### src/design/adcc_params.svh
// constants for the converter control block: offsets, fields, resets, counts
`ifndef ADCC_PARAMS_SVH
`define ADCC_PARAMS_SVH

`define ADCC_OFS_CONV_CTRL   5'h00
`define ADCC_OFS_SRC_CLK     5'h04
`define ADCC_OFS_RES_HIGH    5'h08
`define ADCC_OFS_RES_LOW     5'h0C
`define ADCC_OFS_AIN_SEL     5'h10

`define ADCC_RST_CONV_CTRL   8'h00
`define ADCC_RST_SRC_CLK     8'h00
`define ADCC_RST_AIN_SEL     8'h00
`define ADCC_RST_RESULT      12'h000

`define ADCC_BIT_START       7
`define ADCC_BIT_BUSY        6
`define ADCC_BIT_POWER       5
`define ADCC_BIT_JUSTIFY     4
`define ADCC_CH_MSB          3
`define ADCC_CH_LSB          0
`define ADCC_SRC_MSB         7
`define ADCC_SRC_LSB         5
`define ADCC_REF_MSB         4
`define ADCC_REF_LSB         3
`define ADCC_DIV_MSB         2
`define ADCC_DIV_LSB         0

`define ADCC_SRC_BANDGAP     3'h1
`define ADCC_SRC_GND_LO      3'h2
`define ADCC_SRC_GND_HI      3'h4
`define ADCC_REF_INTERNAL    2'h1
`define ADCC_NUM_CH          8
`define ADCC_DIV_W           7

`endif

### src/design/adcc_pkg.sv
// types shared by the converter control block
package adcc_pkg;

    typedef enum logic [1:0] {
        ADCC_PH_IDLE = 2'b00,
        ADCC_PH_WAIT = 2'b01,
        ADCC_PH_RESP = 2'b10
    } adcc_phase_t;

    typedef enum logic [1:0] {
        ADCC_IN_EXTERNAL = 2'b00,
        ADCC_IN_BANDGAP  = 2'b01,
        ADCC_IN_GROUND   = 2'b10
    } adcc_input_t;

    // signals toward the analog converter core
    typedef struct packed {
        logic        power_en;
        logic        conv_start;
        logic        clk_en;
        adcc_input_t input_kind;
        logic [7:0]  channel_en;
        logic        ref_internal;
    } adcc_core_ctl_t;

    typedef struct packed {
        adcc_phase_t phase;
        logic        dp_write;
        logic [4:0]  dp_addr;
        logic [31:0] rdata;
        logic [7:0]  conv_control;
        logic [7:0]  source_and_clock_select;
        logic [7:0]  ain_select;
        logic [11:0] result;
        logic        busy;
        logic        start_pulse;
        logic        irq_pulse;
        logic [6:0]  div_cnt;
        logic        clk_en;
    } adcc_state_t;

endpackage

### src/design/adcc_ctrl.sv
// converter control registers, AHB-Lite slave, clock divider and pin gating
//
// Decided for this implementation: the register addresses and register access over AHB-Lite.
`timescale 1ns/100ps
`include "adcc_params.svh"

////////////////////////////////////////////////////////////////////////////
// register map: byte offsets, one byte in the low lane of each word
//   0x00 conversion_control
//        bit 7    start request, rests low
//        bit 6    busy flag, read only
//        bit 5    converter power enable
//        bit 4    result justify, 1 = right aligned
//        bit 3:0  external channel, 1xxx = none
//   0x04 source_and_clock_select
//        bit 7:5  input source
//        bit 4:3  reference select
//        bit 2:0  converter clock divider
//   0x08 result high byte, read only
//   0x0c result low byte, read only
//   0x10 analog pin select, bit n = pin n
//   0x14 to 0x1c unmapped: read zero, writes dropped
//   only address bits 4:2 decoded, higher words alias
//
// result layout
//   justify 0: high = result 11:4, low = result 3:0 then four zeros
//   justify 1: high = four zeros then result 11:8, low = result 7:0
//   layout chosen at read time from the current justify bit
//   result kept while power is off
//
// input source decode
//   001      bandgap voltage
//   010..100 ground
//   000, 101..111 external channel
//   channel enables all low unless external and channel below 8
//
// reference decode
//   01       internal supply
//   00, 1x   reference pin
//
// bus timing
//   address phase taken on select, nonsequential or sequential transfer and ready
//   data phase has one wait state, ready low for one cycle
//   read data registered at the end of the wait
//   next address phase accepted in the response cycle
//   response always okay, size ignored
//
// conversion flow
//   write start high, then low again with power still set
//   busy rises and the core sees one start pulse
//   start sequence ignored while busy or with power low
//   done from the core clears busy and stores the result
//   one request pulse follows each accepted done
//   power off while busy aborts: busy clears, no request; a done in the first cycle off still requests, result not stored
//   start only from idle, so start and done never meet
//
// converter clock
//   field n gives one enable pulse every 2^n cycles
//   000 every cycle, 111 once per 128 cycles
//   counter held at zero while power is off
//
// analog pins
//   selected pins lose output enable, output value and pull-up
//   selection wins over the port direction setting
//
// software duties, not enforced here
//   bandgap source needs channel field parked at 1xxx
//   internal reference needs the reference pin function off
//
// reset
//   all registers zero: power off, channel 0, external source
//   bus idle, ready high
////////////////////////////////////////////////////////////////////////////
module adcc_ctrl
    import adcc_pkg::*;
(
    input  wire logic                 SYS_CLK,       // system clock, 100 MHz
    input  wire logic                 ARST_N,        // async reset, active low
    input  wire logic                 HSEL,          // slave select
    input  wire logic [31:0]          HADDR,         // byte address
    input  wire logic [1:0]           HTRANS,        // transfer type
    input  wire logic                 HWRITE,        // write when high
    input  wire logic [2:0]           HSIZE,         // transfer size
    input  wire logic                 HREADY,        // bus ready in
    input  wire logic [31:0]          HWDATA,        // write data
    output logic      [31:0]          HRDATA,        // read data
    output logic                      HREADYOUT,     // slave ready
    output logic                      HRESP,         // always okay
    input  wire logic                 CONV_DONE,     // core finished, one pulse
    input  wire logic [11:0]          CONV_RESULT,   // core result with done
    output adcc_core_ctl_t            CORE_CTL,      // controls toward core
    output logic                      IRQ_REQ,       // done request, one pulse
    input  wire logic [7:0]           PORT_DIR_OUT,  // port drives pin when high
    input  wire logic [7:0]           PORT_DATA,     // port output value
    input  wire logic [7:0]           PORT_PULLUP,   // programmed pull-ups
    output logic      [7:0]           PIN_OE,        // pin output enable
    output logic      [7:0]           PIN_OUT,       // pin output value
    output logic      [7:0]           PIN_PULLUP_EN, // effective pull-up
    output logic      [7:0]           PIN_ANALOG_EN  // pin joined to mux
);

    ////////////////////////////////////////////////////////////////////////
    // helpers

    function automatic logic [15:0] justify(input logic [11:0] res,
                                            input logic        right);
        logic [15:0] v;
        if (right) begin
            v = {4'h0, res};
        end else begin
            v = {res, 4'h0};
        end
        return v;
    endfunction

    function automatic logic [6:0] div_last(input logic [2:0] sel);
        logic [7:0] p;
        p = 8'h01 << sel;
        return 7'(p - 8'h01);
    endfunction

    function automatic adcc_input_t input_kind(input logic [2:0] src);
        adcc_input_t k;
        if (src == `ADCC_SRC_BANDGAP) begin
            k = ADCC_IN_BANDGAP;
        end else if (src >= `ADCC_SRC_GND_LO && src <= `ADCC_SRC_GND_HI) begin
            k = ADCC_IN_GROUND;
        end else begin
            k = ADCC_IN_EXTERNAL;
        end
        return k;
    endfunction

    ////////////////////////////////////////////////////////////////////////
    // state

    adcc_state_t st;
    adcc_state_t next_st;

    logic        addr_take;
    logic [7:0]  wbyte;
    logic [15:0] res_view;
    logic [7:0]  rd_byte;
    logic [2:0]  div_sel;
    logic        start_seq;
    logic        power_on;
    logic        justify_right;
    logic        start_stored;
    logic        chan_none;
    logic [2:0]  chan_num;
    logic [2:0]  src_field;
    logic [1:0]  ref_field;
    logic        dp_ctrl;
    adcc_input_t src_kind;

    assign addr_take = HSEL && HTRANS[1] && HREADY;
    assign wbyte     = HWDATA[7:0];
    assign div_sel   = st.source_and_clock_select[`ADCC_DIV_MSB:`ADCC_DIV_LSB];
    assign res_view  = justify(st.result, justify_right);

    // field decodes
    assign power_on      = st.conv_control[`ADCC_BIT_POWER];
    assign justify_right = st.conv_control[`ADCC_BIT_JUSTIFY];
    assign start_stored  = st.conv_control[`ADCC_BIT_START];
    assign chan_none     = st.conv_control[`ADCC_CH_MSB];
    assign chan_num      = st.conv_control[`ADCC_CH_MSB-1:`ADCC_CH_LSB];
    assign src_field     = st.source_and_clock_select[`ADCC_SRC_MSB:`ADCC_SRC_LSB];
    assign ref_field     = st.source_and_clock_select[`ADCC_REF_MSB:`ADCC_REF_LSB];
    assign dp_ctrl       = (st.dp_addr == `ADCC_OFS_CONV_CTRL);
    assign src_kind      = input_kind(src_field);

    always_comb begin
        unique case (st.dp_addr)
            `ADCC_OFS_CONV_CTRL: rd_byte = st.conv_control;
            `ADCC_OFS_SRC_CLK:   rd_byte = st.source_and_clock_select;
            `ADCC_OFS_RES_HIGH:  rd_byte = res_view[15:8];
            `ADCC_OFS_RES_LOW:   rd_byte = res_view[7:0];
            `ADCC_OFS_AIN_SEL:   rd_byte = st.ain_select;
            default:             rd_byte = 8'h00;
        endcase
    end

    // start sequence: stored start bit falls by a write to control
    assign start_seq = (st.phase == ADCC_PH_WAIT) && st.dp_write
                       && dp_ctrl
                       && start_stored
                       && !wbyte[`ADCC_BIT_START];

    always_comb begin
        next_st             = st;
        next_st.start_pulse = 1'b0;
        next_st.irq_pulse   = 1'b0;

        // bus slave: one wait state, then response
        unique case (st.phase)
            ADCC_PH_IDLE,
            ADCC_PH_RESP: begin
                if (addr_take) begin
                    next_st.phase    = ADCC_PH_WAIT;
                    next_st.dp_write = HWRITE;
                    next_st.dp_addr  = {HADDR[4:2], 2'b00};
                end else begin
                    next_st.phase = ADCC_PH_IDLE;
                end
            end
            ADCC_PH_WAIT: begin
                next_st.phase = ADCC_PH_RESP;
                next_st.rdata = {24'h00_0000, rd_byte};
                if (st.dp_write) begin
                    unique case (st.dp_addr)
                        `ADCC_OFS_CONV_CTRL: begin
                            next_st.conv_control = {wbyte[7], st.conv_control[`ADCC_BIT_BUSY],
                                                    wbyte[5:0]};
                        end
                        `ADCC_OFS_SRC_CLK: next_st.source_and_clock_select = wbyte;
                        `ADCC_OFS_AIN_SEL: next_st.ain_select = wbyte;
                        default: next_st.rdata = st.rdata;
                    endcase
                end
            end
            default: next_st.phase = ADCC_PH_IDLE;
        endcase

        // conversion control
        if (start_seq && !st.busy && wbyte[`ADCC_BIT_POWER]) begin
            next_st.busy        = 1'b1;
            next_st.start_pulse = 1'b1;
        end else if (st.busy && CONV_DONE) begin
            next_st.busy      = 1'b0;
            next_st.irq_pulse = 1'b1;
            if (power_on) begin
                next_st.result = CONV_RESULT;
            end
        end else if (st.busy && !power_on) begin
            next_st.busy = 1'b0;
        end
        next_st.conv_control[`ADCC_BIT_BUSY] = next_st.busy;

        // converter clock enable
        if (!power_on || st.div_cnt >= div_last(div_sel)) begin
            next_st.div_cnt = 7'h00;
        end else begin
            next_st.div_cnt = 7'(st.div_cnt + 7'h01);
        end
        next_st.clk_en = power_on
                         && (st.div_cnt >= div_last(div_sel));
    end

    always_ff @(posedge SYS_CLK or negedge ARST_N) begin
        if (!ARST_N) begin
            st                         <= '0;
            st.conv_control            <= `ADCC_RST_CONV_CTRL;
            st.source_and_clock_select <= `ADCC_RST_SRC_CLK;
            st.ain_select              <= `ADCC_RST_AIN_SEL;
            st.result                  <= `ADCC_RST_RESULT;
            st.phase                   <= ADCC_PH_IDLE;
        end else begin
            st <= next_st;
        end
    end

    ////////////////////////////////////////////////////////////////////////
    // outputs

    assign HRDATA    = st.rdata;
    assign HREADYOUT = (st.phase != ADCC_PH_WAIT);
    assign HRESP     = 1'b0;
    assign IRQ_REQ   = st.irq_pulse;

    always_comb begin
        CORE_CTL.power_en     = power_on;
        CORE_CTL.conv_start   = st.start_pulse;
        CORE_CTL.clk_en       = st.clk_en;
        CORE_CTL.input_kind   = src_kind;
        CORE_CTL.ref_internal = (ref_field == `ADCC_REF_INTERNAL);
        CORE_CTL.channel_en   = 8'h00;
        if (src_kind == ADCC_IN_EXTERNAL && !chan_none) begin
            CORE_CTL.channel_en = 8'h01 << chan_num;
        end
    end

    // analog pins lose digital drive and pull-up, whatever the direction
    assign PIN_ANALOG_EN = st.ain_select;
    assign PIN_OE        = PORT_DIR_OUT & ~st.ain_select;
    assign PIN_OUT       = PORT_DATA & ~st.ain_select;
    assign PIN_PULLUP_EN = PORT_PULLUP & ~st.ain_select;

endmodule // adcc_ctrl

### config.mk
export PLATFORM = sky130hd
export DESIGN_NAME = adcc_ctrl
export DESIGN_NICKNAME = d
export VERILOG_FILES = /design/src/design/adcc_pkg.sv /design/src/design/adcc_ctrl.sv
export VERILOG_INCLUDE_DIRS = /design/src /design/src/design
export SDC_FILE = /design/constraint.sdc
export NUM_CORES = 1
export LEC_CHECK = 0
export BUFFER_PORTS_ARGS = -buffer_cell sky130_fd_sc_hd__buf_2
export CAP_MARGIN = 10
export CORE_ASPECT_RATIO = 1.5
export CORE_MARGIN = 1
export CORE_UTILIZATION = 42
export CTS_BUF_LIST = sky130_fd_sc_hd__clkbuf_8
export DETAILED_ROUTE_END_ITERATION = 8
export PLACE_DENSITY = 0.77
export REMOVE_ABC_BUFFERS = 1
export SLEW_MARGIN = 20
export SYNTH_ARGS = -nofsm -noshare
export SYNTH_HDL_FRONTEND = slang
export SYNTH_SLANG_ARGS = --single-unit
### constraint.sdc
create_clock -name SYS_CLK -period 2.6 [get_ports SYS_CLK]
set_clock_uncertainty 0.2 [all_clocks]
set_input_delay 0.13 -clock SYS_CLK [delete_from_list [all_inputs] [get_ports SYS_CLK]]
set_output_delay 0.13 -clock SYS_CLK [all_outputs]
set_load 0.01 [all_outputs]
Word-level counts from Yosys, hierarchy flattened. Index checks and enable logic that the tools add are counted.

Add/sub/neg operators: 2. Order comparisons: 3. Eq/ne operators: 10. Shift operators: 2. Mux-type cells: 19. Bitwise operators: 5. Reductions and logical operators: 30.

Operators by type and width (count): $mux 56 (1); $pmux 8 s5 (1); $mux 32 (1); $mux 8 (4); $and 8x8->8 (3); $mux 16 (1); $logic_and 1x1->1 (13); $reduce_and 3->1 (4); $not 8->8 (1); $shl 1x3->8 const A (1); $add 7x1->7 const B (1); $ge 7x7->1 (1); $mux 1 (7); $mux 7 (1); $shl 1x3->7 const A (1); $sub 7x1->7 const B (1); $eq 3x1->1 const B (2); $eq 3x2->1 const B (2); $logic_not 5->1 (1); $eq 2x1->1 const B (2); $logic_not 1->1 (4); $logic_not 2->1 (2); $mux 2 (2); $pmux 2 s2 (1); other kinds (12) (13).

Bits in registers: 84. Input port bits: 111. Output and inout port bits: 81. Logic and storage cells: 84.

Logic depth before layout (Yosys ltp). Gate-level depths: netlist of the first run.

Word-level depth: 9. Mapped depth: 12. Mapped depth without buffers: 11.

Worst setup path after synthesis of the first run. OpenSTA, ideal clock, no wires.

Kind: reg-to-reg. Start point: register st, in the netlist div_sel[1]. End point: register st[3] in the netlist's numbering. Library setup time: 75 ps. Data arrival time: 2553 ps. Required time: 2325 ps. Path slack: -227 ps. Cell stages (with the launch flop): 12. Path buffers: 1. Clock period less this slack: 2827 ps. Path through: dfrtp_1 -> clkbuf_1 -> or3_1 -> ha_1 -> nor3_1 -> a21o_1 -> a21oi_1 -> ha_1 -> and3_1 -> a221oi_1 -> o211ai_1 -> nor2_1.

RTL lines: start, declared (line adcc_ctrl.sv:137) `adcc_state_t st;`; start signal, assigned (line adcc_ctrl.sv:258) `st <= next_st;`.

==> impl_metrics.py, run 1 <==
metrics = {
    "worst_setup_path": {
        "critPathKind": "flop to flop",
        "crit_path_end": "st[7]",
        "crit_fanout": 7,
        "reg2reg_depth": 11,
        "cp-start-kind": "flop",
        "r2r_end": "st[7]",
        "crit_arrival_ns": 2.77,
        "end_kind": "flop",
        "rr_startpoint": "div_sel[2]",
        "crit_start": "div_sel[2]",
        "regToRegSetupSlack_ns": -0.09,
        "crit_required_ns": 2.68,
    },
    "timing": {
        "setup_viol": 7,
        "rsz0062_at_grt": "true",
        "period_share_pct": 103,
        "drv_slew": 0,
        "setup_slack_ns": -0.0895,
        "post-route-min-period_ns": 2.69,
        "worst_hold_slack_ns": -0.00463,
        "tightest_slew_ns": 0.667,
        "hold_violations": 1,
        "max_clock_freq_ghz": 0.372,
        "maxSlewHeadroom_pct": 55.6,
    },
    "power_and_ir_drop": {
        "clkPwrFrac_pct": 21.8,
        "power.share.switching_pct": 36.2,
        "power.total_mw": 3.41,
        "combPwrFrac_pct": 37.5,
        "p_int_mw": 2.18,
        "power.share.sequential_pct": 40.7,
        "vdd_ir_drop_max_mv": 0.337,
        "p_per_area_mw_per_mm2": 742,
        "power.switching_mw": 1.24,
        "p_leak_nw": 2.33,
    },
    "grt": {
        "overflow": 0,
        "grt_pass1_vias": 2781,
        "grt_max_degree": 34,
        "grt_pass1_wl_um": 13200,
        "antenna_found_initial": 0,
        "grtUsageTotal_pct": 19.2,
    },
    "synthesis": {
        "synth_edf_count": 0,
        "synthCells": 345,
        "synthTopCellsByArea": "dfrtp_1 41%, mux2_2 11%, buf_4 9.7%",
        "synth_area_sq_mm": 0.00364,
        "synth_top_flop_cell": "dfrtp_1",
        "synthArstFlopShare_pct": 100,
        "synth.ff_latch_count": 60,
        "ys_warn_count": 0,
        "synth_top_cell_area_share_pct": 41.3,
        "synth_cell_type_count": 53,
        "synth_area_leader_cell": "dfrtp_1",
        "synth_area_per_cell_sq_um": 10.5,
        "yosysSeqAreaShare_pct": 41.3,
    },
    "finish": {
        "utilization_pct": 54.7,
        "areaGrowthSynthToFinish_pct": 26.3,
        "multi_input_area_sq_mm": 0.00183,
        "fill_cells": 770,
        "n_antenna_cell": 0,
        "seqCellArea_sq_mm": 0.00150,
        "layout_common_cells": "109 x buf_2, 60 x dfrtp_1, 37 x mux2_2",
        "final_cells": 581,
        "final_common_cell": "buf_2",
        "fin_area_sq_mm": 0.00460,
        "finalNetCount": 590,
        "layout-drive-gt1-share_pct": 40.9,
    },
    "placement": {
        "dpl-instance-area_sq_mm": 0.00408,
        "place.port_buffers": 109,
        "placed_cells": 536,
        "gp_congestion": 0.883,
        "dpl.hpwl_um": 6170,
    },
    "outcome": {
        "outcome": "finished with violations",
        "violations": "hold timing, setup timing",
    },
    "route": {
        "viasPerCell": 4.94,
        "wl_per_cell_um": 14.2,
        "vias": 2870,
        "drtIter0Drc": 243,
        "routed_wirelength_um": 8230,
        "drc": 0,
        "dr.pass1.iters": 4,
        "postRouteAntennaNets": 0,
    },
    "cts": {
        "clk_pin_slew_ns": 0.07,
        "cts-buffers-inserted": 9,
        "clk_path_buf_depth": 2,
        "cts_sinks": 60,
        "cts_root_buf": "clkbuf_8",
        "cts_max_level": 3,
        "clkLatencyLatePin_ns": 0.35,
        "cts_tree": "done",
    },
    "die": {
        "rows": 41,
        "start_util_pct": 43.3,
        "core-area_sq_mm": 0.00841,
        "die_height_um": 116,
        "die-area_sq_mm": 0.00905,
        "die_w_um": 78.0,
        "io_pins": 192,
    },
    "run": {
        "cap_violations": 0,
    },
    "hold_path": {
        "hold_path.class": "primary input to flop",
    },
}
-- final cells by class --
class                           instances  share of cell area [%]
Timing Repair Buffer                  150                    20.3
Sequential cell                        60                    32.7
Multi-Input combinational cell        242                    39.9
Inverter                                7                   0.571
Clock inverter                          4                   0.381
Tap cell                              107                    2.91
Clock buffer                           11                    3.29
-- sequential cells by signal (all words and copies together), names as in the netlist --
register and flops:
src_field 3, IRQ_REQ 1, chan_num 3, CORE_CTL 3, PIN_ANALOG_EN 8, justify_right 1, st 27, div_sel 3
HRDATA 8, ref_field 2, chan_none 1
-- logic make-up (layout without fill, tap and decap cells) --
logic type	after synthesis	in the layout	share of synthesized area [%]
buffers and inverters	67	172	12.4
DFF	60	60	41.3
adders and majority gates	9	9	3.09
other	1	25	0.103
muxes	48	48	14.5
AOI/OAI and AO/OA	49	49	9.69
xor gates and xnor gates	6	6	1.44
and+or+nand+nor	105	105	17.6
-- synthesized netlist by cell type (2+ instances only) --
master	n
nand3b_1	7
a31oi_1	2
o221ai_1	2
or3_1	2
buf_6	2
nand3_1	7
a22o_1	8
o2bb2ai_1	3
nor2_1	13
mux2i_1	11
o21ai_0	9
buf_2	6
o21a_1	8
clkbuf_1	5
nor3_1	4
nand2b_1	2
o22ai_1	2
and3b_1	2
nand2_1	22
buf_4	47
nor2b_1	25
nor3b_2	3
and3_1	3
a21oi_1	5
inv_1	7
ha_1	9
a21o_1	3
xor2_1	2
dfrtp_1	60
mux2_2	37
xnor2_1	4
and2_1	2
-- power groups by stage --
stage / Sequential, mW / Clock [mW] / Combinational (mW)
finish: 1.39 / 0.743 / 1.28
global route: 1.42 / 0.809 / 1.41
CTS: 1.39 / 0.760 / 1.27
global placement: 1.39 / 0 / 1.12
detailed placement: 1.41 / 0 / 1.15
floorplan: 1.41 / 0 / 0.658
-- timing repair --
action,4_1_cts,5_1_grt
hold buffers,27,0
setup buffers,3,0
pin swaps,7,4
resized for setup,10,1
endpoints found under the setup margin,8,8
endpoints found under the hold margin,69,0
-- critical path: stages (launching register included) --
cell and delay (ns):
dfrtp_1 0.38, or3_4 0.41, ha_4 0.19, nor3_2 0.12
a21o_1 0.13, a21oi_2 0.06, ha_1 0.28, and3_4 0.18
a221oi_2 0.25, o211ai_1 0.13, buf_4 0.18, nor2_2 0.11
-- through the flow --
stage | setup WS (ns) | TNS [ns]
after floorplan | -0.150 | -1.11
final | -0.0895 | -0.505
after CTS | -0.00474 | -0.00632
after global placement | -0.196 | -1.46
after global routing | -0.148 | -0.956
after detailed placement | -0.337 | -2.37
-- layer usage --
| metal | GRT usage (%) | part of all wire, % | vias to the layer above |
|---|---|---|---|
| met5 | 0 | 0 | - |
| met4 | 8.27 | 2.0 | 0 |
| met3 | 4.72 | 4.9 | 14 |
| met2 | 34.6 | 53 | 96 |
| met1 | 21.6 | 40 | 1379 |
| li1 | - | - | 1381 |
-- worst min-delay path by stage --
stage	start	end	slack [ns]	depth (start not counted)
after floorplan	ARST_N	CORE_CTL[11]	-0.37	0
after global placement	ARST_N	st[3]	-0.005	1
after detailed placement	ARST_N	st[3]	0.005	1
after CTS	HREADY	st[83]	0.0006	4
after global routing	HTRANS[1]	st[83]	0.05	4
final	HREADY	st[83]	-0.005	4
(Power assumes the default switching activity.)
==> run 2, diff against run 1 <==
--- a/config.mk
+++ b/config.mk
@@ -6,7 +6,7 @@
 export SDC_FILE = /design/constraint.sdc
 export NUM_CORES = 1
 export LEC_CHECK = 0
-export BUFFER_PORTS_ARGS = -buffer_cell sky130_fd_sc_hd__buf_2
+export BUFFER_PORTS_ARGS = -buffer_cell sky130_fd_sc_hd__buf_4
 export CAP_MARGIN = 10
 export CORE_ASPECT_RATIO = 1.5
 export CORE_MARGIN = 1
==> run 2 against run 1 <==
  * The flow finishes with violations (setup timing)
  * First-iteration DRC count down 26%
  * Highest routed layer unchanged
  * Clock power is 17% higher
  * Wire length increased by 1.7%
  * Critical endpoint unchanged
  * Clock-buffer cell count unchanged
==> impl_metrics.py, run 2 (same netlist as run 1, synthesis figures left out) <==
metrics = {
    "route": {
        "drc": 0,
        "dr.pass1.iters": 4,
        "viasPerCell": 4.99,
        "postRouteAntennaNets": 0,
        "wl_per_cell_um": 14.4,
        "routed_wirelength_um": 8380,
        "drtIter0Drc": 180,
        "vias": 2907,
    },
    "die": {
        "io_pins": 192,
        "die_w_um": 78.0,
        "die_height_um": 116,
        "die-area_sq_mm": 0.00905,
        "start_util_pct": 43.3,
        "rows": 41,
        "core-area_sq_mm": 0.00841,
    },
    "finish": {
        "n_antenna_cell": 0,
        "layout_common_cells": "123 x buf_4, 60 x dfrtp_1, 37 x mux2_2",
        "areaGrowthSynthToFinish_pct": 35.2,
        "fill_cells": 704,
        "multi_input_area_sq_mm": 0.00186,
        "seqCellArea_sq_mm": 0.00150,
        "finalNetCount": 590,
        "largest_reg_flops": 27,
        "final_common_cell": "buf_4",
        "regMostFlops": "st",
        "layout-drive-gt1-share_pct": 42.1,
    },
    "timing": {
        "period_share_pct": 103,
        "drv_slew": 0,
        "post-route-min-period_ns": 2.67,
        "tightest_slew_ns": 0.751,
        "max_clock_freq_ghz": 0.374,
        "maxSlewHeadroom_pct": 50.0,
        "setup_viol": 8,
        "setup_slack_ns": -0.0734,
        "hold_violations": 0,
        "rsz0062_at_grt": "true",
    },
    "power_and_ir_drop": {
        "p_per_area_mw_per_mm2": 747,
        "vdd_ir_drop_max_mv": 0.431,
        "power.total_mw": 3.68,
        "p_leak_nw": 2.41,
    },
    "worst_setup_path": {
        "critPathMaxStageDelay_ns": 0.38,
        "end_kind": "flop",
        "regToRegSetupSlack_ns": -0.07,
        "crit_chain": "buf_4, buf_4, nand3_2, ha_4, nor3_4, a21o_1, a21oi_2, ha_1, and3_4, a221oi_4, o211ai_1, buf_4, nor2_4",
        "crit_path_end": "st[7]",
        "cp.depth": 13,
        "cp-start-kind": "flop",
        "cp_num_buf_inv": 3,
        "critPathKind": "flop to flop",
        "critPathTopFamily": "compound AO/OA/AOI/OAI gates",
        "reg2reg_depth": 13,
        "crit_required_ns": 2.68,
        "crit_slowest_cell": "dfrtp_1",
        "crit_fanout": 8,
        "crit_top_cell": "buf_4",
        "crit_start": "div_sel[0]",
        "crit_arrival_ns": 2.75,
        "rr_startpoint": "div_sel[0]",
        "r2r_end": "st[7]",
    },
    "cts": {
        "cts_root_buf": "clkbuf_8",
        "cts_max_level": 3,
        "cts-buffers-inserted": 9,
        "clk_path_buf_depth": 2,
        "cts_tree": "done",
        "cts_sinks": 60,
        "clk_pin_slew_ns": 0.07,
        "clkLatencyLatePin_ns": 0.35,
    },
    "placement": {
        "dpl.hpwl_um": 6070,
        "place.port_buffers": 109,
        "gp_congestion": 0.813,
        "post-place-ws_ns": -0.312,
    },
    "grt": {
        "grtUsageMet3_pct": 4.25,
        "grt_max_degree": 61,
        "busiest_layer": "met2",
        "grt_pass1_vias": 2869,
        "grt_pass1_wl_um": 13500,
        "antenna_found_initial": 0,
        "grtUsageMet1_pct": 21.5,
        "use_met2_pct": 35.0,
        "grtUsageTotal_pct": 19.5,
        "overflow": 0,
    },
    "hold_path": {
        "hold_path.class": "primary input to flop",
    },
    "outcome": {
        "violations": "setup timing",
        "outcome": "finished with violations",
    },
    "run": {
        "cap_violations": 0,
    },
}
[run 2: timing repair]
action                                  4_1_cts  5_1_grt
hold buffers                                 27        0
gates resized for setup                       9       10
endpoints found under the setup margin        8        8
setup buffers                                 2        2
hold endpoints to repair                    102        0
pin swaps                                    13        8
[run 2: area by class of cell]
type | count | area share [%]
multi-input cells | 242 | 37.9
flip-flops and latches | 60 | 30.5
repair buffers | 150 | 24.3
clock buffers | 11 | 3.08
well taps | 107 | 2.72
clock inverters | 5 | 1.04
inverters | 7 | 0.534
[run 2: worst reg2reg max path: cells and delay by family (launching register included)]
family          cells  cell delay [ns]
compound gates      4             0.68
fa+ha+maj           2             0.43
buf+inv             3             0.49
flops               1             0.38
simple gates        4             0.42
[run 2: per-stage QoR]
step	instance area (sq um)	TNS (ns)	utilization (%)	hold WS, ns	instances
finish	4920	-0.431	58.5	0.0289	582
floorplan	3310	-1.11	-	-0.366	309
CTS	4870	-0.315	57.9	0.0244	580
detailed placement	4330	-2.32	51.5	0.0518	535
global route	4920	-1.46	58.5	0.0735	582
global placement	4330	-1.26	51.5	0.0341	535
[run 2: worst min path at each step]
stage / start / to / slack (ns) / cells past startpoint
after detailed placement: ARST_N / st[1] / 0.05 / 1
final: HREADY / st[83] / 0.03 / 4
after global placement: ARST_N / st[2] / 0.03 / 1
after CTS: HTRANS[1] / st[81] / 0.02 / 4
after global routing: HTRANS[1] / st[81] / 0.07 / 4
after floorplan: ARST_N / CORE_CTL[11] / -0.37 / 0
[run 2: per-layer routing]
layer | up-vias | share of wire [%]
met1 | 1413 | 39
met2 | 99 | 54
li1 | 1379 | -
met4 | 0 | 2.5
met3 | 16 | 4.7
met5 | - | 0
[run 2: power breakdown]
part / internal, mW / total (mW) / switching (mW)
logic: 0.771 / 1.43 / 0.655
clock network: 0.488 / 0.870 / 0.382
registers: 1.13 / 1.38 / 0.248
total: 2.39 / 3.68 / 1.29
